`config.mk`:
```
export PLATFORM = sky130hd
export DESIGN_NAME = vbc_bus_ctrl
export DESIGN_NICKNAME = d
export VERILOG_FILES = /design/src/core/vbc_pkg.sv /design/src/core/vbc_arb_if.sv /design/src/core/vbc_bus_ctrl.sv /design/src/core/vbc_arbiter.sv
export SDC_FILE = /design/constraint.sdc
export NUM_CORES = 1
export LEC_CHECK = 0
export ABC_AREA = 1
export BUFFER_PORTS_ARGS = -buffer_cell sky130_fd_sc_hd__buf_2
export CAP_MARGIN = 25
export CORE_UTILIZATION = 47
export DETAILED_ROUTE_END_ITERATION = 10
export GPL_ROUTABILITY_DRIVEN = 0
export PLACE_DENSITY = 0.75
export SYNTH_ARGS = -nofsm -noshare
export SYNTH_HDL_FRONTEND = slang
export SYNTH_SLANG_ARGS = --single-unit
```
`constraint.sdc`:
```
create_clock -name clk -period 1.25 [get_ports clk]
set_input_delay 0.0625 -clock clk [delete_from_list [all_inputs] [get_ports clk]]
set_output_delay 0.0625 -clock clk [all_outputs]
set_load 0.03 [all_outputs]
```
`src/core/vbc_pkg.sv`:
```
package vbc_pkg;
	// ==========================================
	// Reset values
	localparam logic NEGATED_N = 1'b1;
	localparam logic NEGATED = 1'b0;
	localparam logic PULL_LOW = 1'b0;

	// ==========================================
	// Cycle control states
	typedef enum logic [3:0] {
		VBC_IDLE = 4'h0,
		VBC_M_DEC = 4'h1,
		VBC_M_XFER = 4'h2,
		VBC_L_SETUP = 4'h3,
		VBC_L_XFER = 4'h4,
		VBC_S_DEC = 4'h5,
		VBC_S_SETUP = 4'h6,
		VBC_S_XFER = 4'h7,
		VBC_WAIT_MAS = 4'h8,
		VBC_WAIT_AS = 4'h9
	} vbc_cyc_state_t;

	// ==========================================
	// Arbitration states
	typedef enum logic [1:0] {
		VBC_ARB_IDLE = 2'h0,
		VBC_ARB_REQ = 2'h1,
		VBC_ARB_OWN = 2'h2,
		VBC_ARB_PASS = 2'h3
	} vbc_arb_state_t;
endpackage

```
`src/core/vbc_arb_if.sv`:
```
`timescale 1ns/100ps
`default_nettype none
interface vbc_arb_if;
	logic want_bus;
	logic as_decision;
	logic have_bus;

	modport cyc_mp (
		output want_bus,
		output as_decision,
		input have_bus
	);
	modport arb_mp (
		input want_bus,
		input as_decision,
		output have_bus
	);
endinterface
`default_nettype wire

```
`src/core/vbc_bus_ctrl.sv`:
```
`timescale 1ns/100ps
`default_nettype none
module vbc_bus_ctrl (
	// Clock and reset
	input wire logic clk,
	input wire logic reset,
	// Decodes and onboard inputs
	input wire logic board_slave_decode_n,
	input wire logic vme_target_decode_n,
	input wire logic onboard_target_decode,
	input wire logic local_bus_request_n,
	input wire logic release_request,
	input wire logic data_strobe_in,
	input wire logic read_write_n,
	// Arbitration pins
	input wire logic grant_in_n,
	output logic grant_out_n,
	output logic bus_request_n_o,
	output logic bus_request_n_oe,
	input wire logic bus_busy_n_i,
	output logic bus_busy_n_o,
	output logic bus_busy_n_oe,
	// Address strobes
	input wire logic bus_addr_strobe_n_i,
	output logic bus_addr_strobe_n_o,
	output logic bus_addr_strobe_n_oe,
	input wire logic local_master_addr_strobe_n_i,
	output logic local_master_addr_strobe_n_o,
	output logic local_master_addr_strobe_n_oe,
	// Local grant
	input wire logic local_bus_grant_pin_n_i,
	output logic local_bus_grant_pin_n_o,
	output logic local_bus_grant_pin_n_oe,
	// Responses
	input wire logic bus_ack_n_i,
	output logic bus_ack_n_o,
	output logic bus_ack_n_oe,
	input wire logic bus_error_n_i,
	output logic bus_error_n_o,
	output logic bus_error_n_oe,
	input wire logic local_ack_n_i,
	output logic local_ack_n_o,
	output logic local_ack_n_oe,
	input wire logic local_bus_error_n_i,
	output logic local_bus_error_n_o,
	output logic local_bus_error_n_oe,
	// Transceiver and select controls
	output logic local_master_enable_n,
	output logic vme_addr_enable_n,
	output logic onboard_slave_select_n,
	output logic strobe_drive_enable_n,
	output logic data_transceiver_direction,
	output logic data_transceiver_enable_n
);
	import vbc_pkg::*;

	vbc_arb_if arb ();

	vbc_cyc_state_t st_q, st_d;
	logic men_q, men_d, aen_q, aen_d, sel_q, sel_d;
	logic as_oe_q, as_oe_d, mas_oe_q, mas_oe_d, mas_o_q, mas_o_d;
	logic sen_q, sen_d, dir_q, dir_d, den_q, den_d;
	logic lack_q, lack_d, lberr_q, lberr_d, vack_q, vack_d, vberr_q, vberr_d;
	logic lbg_q, lbg_d, want_q, want_d;
	logic strap_q, strap_d, strap_done_q, strap_done_d;
	logic low_q;
	logic mas_seen, as_seen;

	// ==========================================
	// Bus arbitration
	vbc_arbiter u_arb (
		.clk(clk),
		.reset(reset),
		.arb(arb.arb_mp),
		.grant_in_n(grant_in_n),
		.bus_busy_n_i(bus_busy_n_i),
		.local_bus_request_n(local_bus_request_n),
		.release_request(release_request),
		.bus_request_n_oe(bus_request_n_oe),
		.bus_busy_n_oe(bus_busy_n_oe),
		.grant_out_n(grant_out_n)
	);

	assign arb.want_bus = want_q;

	// ==========================================
	// Strap capture, once after reset release
	always_comb begin
		strap_d = strap_q;
		strap_done_d = 1'b1;
		if (!strap_done_q) begin
			strap_d = local_bus_grant_pin_n_i;
		end
	end

	always_ff @(posedge clk or posedge reset) begin
		if (reset) begin
			strap_q <= NEGATED;
			strap_done_q <= NEGATED;
			low_q <= PULL_LOW;
		end else begin
			strap_q <= strap_d;
			strap_done_q <= strap_done_d;
			low_q <= PULL_LOW;
		end
	end

	// ==========================================
	// Cycle control
	// Own drive of a strobe must not look like a new cycle
	assign mas_seen = !mas_oe_q && !local_master_addr_strobe_n_i;
	assign as_seen = !as_oe_q && !bus_addr_strobe_n_i;
	assign arb.as_decision = (st_q == VBC_M_DEC) || (st_q == VBC_M_XFER);

	always_comb begin
		st_d = st_q;
		men_d = men_q;
		aen_d = aen_q;
		sel_d = sel_q;
		as_oe_d = as_oe_q;
		sen_d = NEGATED_N;
		dir_d = dir_q;
		den_d = NEGATED_N;
		lack_d = NEGATED;
		lberr_d = NEGATED;
		vack_d = NEGATED;
		vberr_d = NEGATED;
		want_d = NEGATED;
		unique case (st_q)
			VBC_IDLE: begin
				if (mas_seen) begin
					st_d = VBC_M_DEC;
				end else if (as_seen) begin
					st_d = VBC_S_DEC;
				end
			end
			VBC_M_DEC: begin
				// Decodes sampled one clock after the strobe was seen
				if (local_master_addr_strobe_n_i) begin
					st_d = VBC_IDLE;
				end else if (onboard_target_decode) begin
					st_d = VBC_L_SETUP;
					men_d = 1'b0;
					aen_d = NEGATED_N;
				end else if (!vme_target_decode_n) begin
					want_d = 1'b1;
					if (arb.have_bus && !as_seen) begin
						st_d = VBC_M_XFER;
						men_d = 1'b0;
						aen_d = 1'b0;
						as_oe_d = 1'b1;
					end
				end else begin
					st_d = VBC_WAIT_MAS;
				end
			end
			VBC_M_XFER: begin
				// Strobe stays low across chained data strobes
				if (local_master_addr_strobe_n_i) begin
					st_d = VBC_IDLE;
					as_oe_d = NEGATED;
					men_d = NEGATED_N;
					aen_d = NEGATED_N;
				end else begin
					want_d = 1'b1;
					dir_d = !read_write_n;
					sen_d = !data_strobe_in;
					den_d = !data_strobe_in;
					// Responses relayed only while the strobe is up
					lack_d = data_strobe_in && !bus_ack_n_i;
					lberr_d = data_strobe_in && !bus_error_n_i;
				end
			end
			VBC_L_SETUP: begin
				st_d = VBC_L_XFER;
				sel_d = 1'b0;
			end
			VBC_L_XFER: begin
				if (local_master_addr_strobe_n_i) begin
					st_d = VBC_IDLE;
					sel_d = NEGATED_N;
					men_d = NEGATED_N;
				end
			end
			VBC_S_DEC: begin
				if (bus_addr_strobe_n_i) begin
					st_d = VBC_IDLE;
				end else if (!board_slave_decode_n) begin
					st_d = VBC_S_SETUP;
					men_d = NEGATED_N;
					aen_d = 1'b0;
				end else begin
					st_d = VBC_WAIT_AS;
				end
			end
			VBC_S_SETUP: begin
				// One clock of address setup before the select
				st_d = VBC_S_XFER;
				sel_d = 1'b0;
			end
			VBC_S_XFER: begin
				if (bus_addr_strobe_n_i) begin
					st_d = VBC_IDLE;
					sel_d = NEGATED_N;
					aen_d = NEGATED_N;
				end else begin
					dir_d = read_write_n;
					den_d = !data_strobe_in;
					vack_d = data_strobe_in && !local_ack_n_i;
					vberr_d = data_strobe_in && !local_bus_error_n_i;
				end
			end
			VBC_WAIT_MAS: begin
				// Ignored local-slave cycle must not block a bus slave cycle
				if (local_master_addr_strobe_n_i) begin
					st_d = VBC_IDLE;
				end else if (as_seen) begin
					st_d = VBC_S_DEC;
				end
			end
			VBC_WAIT_AS: begin
				if (bus_addr_strobe_n_i) begin
					st_d = VBC_IDLE;
				end
			end
			default: begin
				st_d = VBC_IDLE;
			end
		endcase
	end

	always_ff @(posedge clk or posedge reset) begin
		if (reset) begin
			st_q <= VBC_IDLE;
			men_q <= NEGATED_N;
			aen_q <= NEGATED_N;
			sel_q <= NEGATED_N;
			as_oe_q <= NEGATED;
			sen_q <= NEGATED_N;
			dir_q <= NEGATED;
			den_q <= NEGATED_N;
			lack_q <= NEGATED;
			lberr_q <= NEGATED;
			vack_q <= NEGATED;
			vberr_q <= NEGATED;
			want_q <= NEGATED;
		end else begin
			st_q <= st_d;
			men_q <= men_d;
			aen_q <= aen_d;
			sel_q <= sel_d;
			as_oe_q <= as_oe_d;
			sen_q <= sen_d;
			dir_q <= dir_d;
			den_q <= den_d;
			lack_q <= lack_d;
			lberr_q <= lberr_d;
			vack_q <= vack_d;
			vberr_q <= vberr_d;
			want_q <= want_d;
		end
	end

	// ==========================================
	// Strobe mirror and local grant
	always_comb begin
		// Mirror lags the bus strobe by one clock
		mas_oe_d = strap_done_q && strap_q && !arb.have_bus;
		mas_o_d = bus_addr_strobe_n_i;
		lbg_d = !local_bus_request_n && arb.have_bus;
	end

	always_ff @(posedge clk or posedge reset) begin
		if (reset) begin
			mas_oe_q <= NEGATED;
			mas_o_q <= NEGATED_N;
			lbg_q <= NEGATED;
		end else begin
			mas_oe_q <= mas_oe_d;
			mas_o_q <= mas_o_d;
			lbg_q <= lbg_d;
		end
	end

	// ==========================================
	// Pins
	assign bus_request_n_o = low_q;
	assign bus_busy_n_o = low_q;
	assign bus_addr_strobe_n_o = low_q;
	assign bus_addr_strobe_n_oe = as_oe_q;
	assign local_master_addr_strobe_n_o = mas_o_q;
	assign local_master_addr_strobe_n_oe = mas_oe_q;
	assign local_bus_grant_pin_n_o = low_q;
	assign local_bus_grant_pin_n_oe = lbg_q;
	assign bus_ack_n_o = low_q;
	assign bus_ack_n_oe = vack_q;
	assign bus_error_n_o = low_q;
	assign bus_error_n_oe = vberr_q;
	assign local_ack_n_o = low_q;
	assign local_ack_n_oe = lack_q;
	assign local_bus_error_n_o = low_q;
	assign local_bus_error_n_oe = lberr_q;
	assign local_master_enable_n = men_q;
	assign vme_addr_enable_n = aen_q;
	assign onboard_slave_select_n = sel_q;
	assign strobe_drive_enable_n = sen_q;
	assign data_transceiver_direction = dir_q;
	assign data_transceiver_enable_n = den_q;
endmodule // vbc_bus_ctrl
`default_nettype wire

```
`src/core/vbc_arbiter.sv`:
```
`timescale 1ns/100ps
`default_nettype none
module vbc_arbiter (
	// Clock and reset
	input wire logic clk,
	input wire logic reset,
	// Link to cycle control
	vbc_arb_if.arb_mp arb,
	// Bus arbitration pins
	input wire logic grant_in_n,
	input wire logic bus_busy_n_i,
	input wire logic local_bus_request_n,
	input wire logic release_request,
	output logic bus_request_n_oe,
	output logic bus_busy_n_oe,
	output logic grant_out_n
);
	import vbc_pkg::*;

	vbc_arb_state_t st_q, st_d;
	logic req_q, req_d, bsy_q, bsy_d, gout_q, gout_d, rel_pend_q, rel_pend_d;
	logic rel_cond;

	// ==========================================
	// Next state
	always_comb begin
		st_d = st_q;
		req_d = req_q;
		bsy_d = bsy_q;
		gout_d = NEGATED_N;
		rel_pend_d = 1'b0;
		rel_cond = grant_in_n & release_request & local_bus_request_n;
		unique case (st_q)
			VBC_ARB_IDLE: begin
				if (!grant_in_n) begin
					st_d = VBC_ARB_PASS;
					gout_d = 1'b0;
				end else if (arb.want_bus && bus_busy_n_i) begin
					st_d = VBC_ARB_REQ;
					req_d = 1'b1;
				end
			end
			VBC_ARB_REQ: begin
				// Grant arrives while we ask: take the bus, drop the request
				if (!grant_in_n && bus_busy_n_i) begin
					st_d = VBC_ARB_OWN;
					req_d = 1'b0;
					bsy_d = 1'b1;
				end else if (!arb.want_bus) begin
					st_d = VBC_ARB_IDLE;
					req_d = 1'b0;
				end
			end
			VBC_ARB_OWN: begin
				// Strobe decision pending: hold busy one more clock
				if (rel_cond && (arb.as_decision || rel_pend_q) && !rel_pend_q) begin
					rel_pend_d = 1'b1;
				end else if (rel_cond) begin
					st_d = VBC_ARB_IDLE;
					bsy_d = 1'b0;
				end
			end
			VBC_ARB_PASS: begin
				gout_d = grant_in_n;
				if (grant_in_n) begin
					st_d = VBC_ARB_IDLE;
				end
			end
		endcase
	end

	// ==========================================
	// Registers
	always_ff @(posedge clk or posedge reset) begin
		if (reset) begin
			st_q <= VBC_ARB_IDLE;
			req_q <= NEGATED;
			bsy_q <= NEGATED;
			gout_q <= NEGATED_N;
			rel_pend_q <= NEGATED;
		end else begin
			st_q <= st_d;
			req_q <= req_d;
			bsy_q <= bsy_d;
			gout_q <= gout_d;
			rel_pend_q <= rel_pend_d;
		end
	end

	assign bus_request_n_oe = req_q;
	assign bus_busy_n_oe = bsy_q;
	assign grant_out_n = gout_q;
	assign arb.have_bus = bsy_q;
endmodule // vbc_arbiter
`default_nettype wire

```
# Yosys cells after proc, flatten, opt, wreduce, memory -nomap -nowiden
# Cells that the tools add are included.
# op_classes
n_addsub	0
n_mul	0
n_div	0
magnitude_cmp	0
n_eq_ne	36
n_shift	0
n_mux	74
n_bitwise	2
reduce_logical	52
# ops
cell	n
$mux 1	44
$mux 4	11
$pmux 4 s8	1
$ne 2x2->1 const B	13
$eq 4x3->1 const B	4
$logic_not 1->1	15
$logic_and 1x1->1	14
$mux 2	7
$pmux 1 s2	7
$ne 2x1->1 const B	6
$ne 3x2->1 const B	3
$reduce_and 3->1	3
$eq 4x2->1 const B	2
$eq 4x4->1 const B	2
$pmux 2 s4	1
$reduce_and 4->1	2
$reduce_and 8->1	1
$reduce_bool 2->1	4
$reduce_and 7->1	1
$pmux 1 s3	2
$reduce_and 6->1	1
$reduce_bool 3->1	2
$reduce_or 2->1	3
$ne 5x4->1 const B	1
11 further kinds	14
# totals
ff_bits	27
latch_bits	0
mem_bits_rw	0
rom_bits	0
out_inout_bits	25
memories	0

# Longest topological paths before layout
# depth
ltp_word	9
ltp_mapped	10
ltp_nobuf	9

# Hierarchy
# From an unflattened synthesis, not the netlist that was laid out.
# hier_totals
hier_cells	231
hier_area_um2	1734.2
# modules_own_cells
mod	n_inst	cells_each	area_each_um2
vbc_bus_ctrl	1	173	1282.5
vbc_arbiter	1	58	451.7

# Least setup slack after synthesis
# Ideal clock, no wire load.
# synth_timing
path_type	register to register
start	register u_arb.st_q[0]
end	register u_arb.st_q[1]
setup_ns	0.073
t_arrival_ns	1.241
slack_ns	-0.064
path_stages_with_launch	9
n_path_buf	0
path_cell_list	dfrtp_1 > inv_1 > ha_1 > inv_1 > nor3_1 > nand2_2 > nand2_2 > nor2_1 > a21oi_2
# synth_between
elab_chain_cells	3
word_cells_on_any_way	11
# synth_lines
item	line	source
from (decl)	vbc_arbiter.sv:20	vbc_arb_state_t st_q, st_d;
from (signal assigned)	vbc_arbiter.sv:82	st_q <= st_d;
$eq 2x1->1 (tied with other cells)	vbc_arbiter.sv:33	unique case (st_q)
$ne 3x2->1 (no line) (tied with other cells)	--	
$reduce_and 5->1 (no line)	--	
# Parallel ways exist; a longest one is shown, timed or not.
# A chain may end at the register's enable or synchronous reset.

# Worst setup path after layout
# layout_timing
start	register st_q[2]
end	register st_q[1]
# layout_between
elab_chain_cells	4
word_cells_on_any_way	17
# layout_lines
item	line	source
from (decl)	vbc_bus_ctrl.sv:59	vbc_cyc_state_t st_q, st_d;
from (signal assigned)	vbc_bus_ctrl.sv:248	st_q <= st_d;
$eq 4x4->1 (tied with other cells)	vbc_bus_ctrl.sv:129	unique case (st_q)
$reduce_or 2->1 (no line)	--	
$ne 2x1->1 (no line)	--	
$reduce_and 3->1 (no line)	--	
# Parallel ways exist; a longest one is shown, timed or not.

==> results.md <==
- Top reg by flops: st_q
- Synth top area share: between 30 and 40%
- Fmax: 0.7058 GHz
- CTS clk-pin slew, worst paths: 0.15 ns
- R2R depth: 7
- Die ar.: approximately 0.0037 sq mm
- Post-synth top area cell: dfrtp_1
- Max reg flops: 4
- Leak Pwr: ~1.2 nW
- Worst skew pair latency: roughly 0.33 ns
- Starting Density: about half
- Post-Syn Area: 0.001604 sq mm
- Vias in the first global route: between 1.5k and 2k
- Routed wire length: 4819 microns
- Sequential fraction of the synthesis area: 42.67%
- GRT Total Usage: 23.22%
- Root buf cell: clkbuf_4
- Grt total ovfl: 0
- Power density over the cells: 2059 mW/mm^2
- Reg2reg start: st_q[2]
- Post-route antenna net violation count: 0
- Dpl hpwl: roughly 2700 microns
- Layout cells sized above 1: ~49%
- Setup crit start kind: register
- RSZ-0062 raised after global routing: yes
- Synth Flop Type: dfrtp_1
- # fillers: 200
- Htree depth: 1
- Final Worst Setup Slack: -0.1668 ns
- Crit path DAT: 1.63 ns
- Final Setup Violations: 15
- Synthesized instance count: 214
- Synthesized flop and latch total: 27
- Via/cell ratio: 5.216
- Vias: 1,742
- Yosys warnings: 0
- Worst hold path class: input port to register
- Largest registers: st_q x4, u_arb.st_q x2
- Initial antenna violation count: 0
- Failing checks: setup timing
- Period utilisation layout: 113.3%
- Area contributors post-synth: dfrtp_1 31%, nand2_1 14%, dfstp_2 11%
- CORE AREA: 0.003153 sq mm
- Area delta synth->final: 52.50%
- Maximum vdd ir drop: 0.001122 V
- Avg Inst Size Synth: 7.496 sq um
- Max Cap Viol: 0
- Router iterations before antenna repair: 6
- Worst Clk Skew: around 0.014 ns
- Critical path origin: st_q[2]
- Largest net degree at the start of global routing: 28
- DR iter-0 viols: 94
- DR DRC count: 0
- First-pass GRT wire length: 6361 microns
- Synth cell count leaders: 61 x nand2_1, 26 x inv_1, 21 x nor2_1
- Row count: 20
- Fin. Hold Viols: 0
- Unique masters post-synth: 28
- Most frequent cell after synthesis: nand2_1
- Status: finished, violations left
- Port bufs: 34
- DR WL/cell: 14.43 microns
- Worst hold path cell count: 2
- Die height: 60.42 microns
- Critical path peak fanout: 6
- Worst endpoint required time: around 1.5 ns
- Sink Count: 27
- N_diodes: 0
- Maximum clock path buffer count: 2
- CP Capture Type: register
- Die Span X: 60.42 microns
- WHS: approximately 0.051 ns
- Setup CP Type: register to register
- Tmin final: 1.417 ns
- Max Slew Vio Count: 0
- TritonCTS buffer count: 3
- Asr flop ratio synth: 100.0%
- Io pins: 43
- Post-synth EDFFs: 0
- Layout net count: 314
- Setup TNS: -1.510 ns
- CTS tree: built
- Hold Crit Start: grant_in_n
cells by family (layout without fill, tap and decap cells):
| family | count (synthesis) | count (layout) | share of synthesized area, % |
|---|---|---|---|
| other | 2 | 9 | 0.4682 |
| buffers and inverters | 36 | 105 | 10.76 |
| flip-flops | 27 | 27 | 42.67 |
| AO/OA/AOI/OAI | 20 | 20 | 7.255 |
| AND/OR/NAND/NOR | 124 | 124 | 34.95 |
| adder cells (fa/ha/maj) | 5 | 5 | 3.900 |
through the flow:
stage	total power [W]	utilization, %	worst slack (ns)	instances	cell area [sq um]
4_1_cts	0.004216	69.33	-0.08103	329	2186
3_5_place_dp	0.003555	61.71	-0.1139	310	1946
2_1_floorplan	0.002871	-	0.001086	221	1642
6_report	0.005037	77.58	-0.1668	334	2446
3_3_place_gp	0.003525	61.71	-0.07823	310	1946
5_1_grt	0.005352	77.58	-0.2444	334	2446
critical path: stages (launching register included):
cell and delay [ns]:
dfrtp_2 0.50, nor2_4 0.13, buf_12 0.15, nand2_4 0.09, nor2_4 0.13, nand3_4 0.11, nand4_1 0.12, nand2_1 0.07
final timing paths:
check                           slack (ns)                endpoint
worst max-delay path                 -0.17                 st_q[1]
worst min-delay path                  0.05       u_arb.grant_out_n
worst max register to register       -0.17                 st_q[1]
worst min register to register        0.46  onboard_slave_select_n
max in group asynchronous             0.63  onboard_slave_select_n
min in group asynchronous             0.31  u_arb.bus_request_n_oe
what timing repair did:
| item | in CTS | in global routing |
|---|---|---|
| endpoints found under the hold margin | 29 | 0 |
| pin swaps | 16 | 20 |
| buffers inserted | 5 | 6 |
| setup endpoints to repair | 14 | 19 |
| resized for setup | 27 | 53 |
| hold buffers | 10 | 0 |
placed cells by master, fill, tap and decap left out, drive strengths merged, types with 7 or more instances in the layout:
cell type / instances
nand2: 65
buf: 64
inv: 27
nor2: 26
dfrtp: 20
nand3: 20
dlygate4sd3: 10
conb: 9
o21ai: 9
nand4: 7
dfstp: 7
metal layers:
layer	vias to the layer above	share of wire (%)	track usage [%]
met5	-	0	0
met4	0	2.9	5.844
met3	20	6.9	3.198
met2	102	50	40.03
met1	797	40	30.76
li1	823	-	-
where the power goes:
group | switching (W) | internal [W] | total (W)
combinational | 0.00192 | 0.00134 | 0.00326
clock | 0.000254 | 0.000125 | 0.000379
sequential | 0.000234 | 0.00116 | 0.00140
area by class of cell:
class / instances / area [sq um] / area share (%)
inverters: 27 / 106.4 / 4.348
flip-flops and latches: 27 / 690.7 / 28.24
well taps: 44 / 55.05 / 2.251
multi-input cells: 158 / 1037 / 42.40
clock buffers: 4 / 26.28 / 1.074
repair buffers: 74 / 530.5 / 21.69
Note: power is estimated with default switching activity, not from simulation.
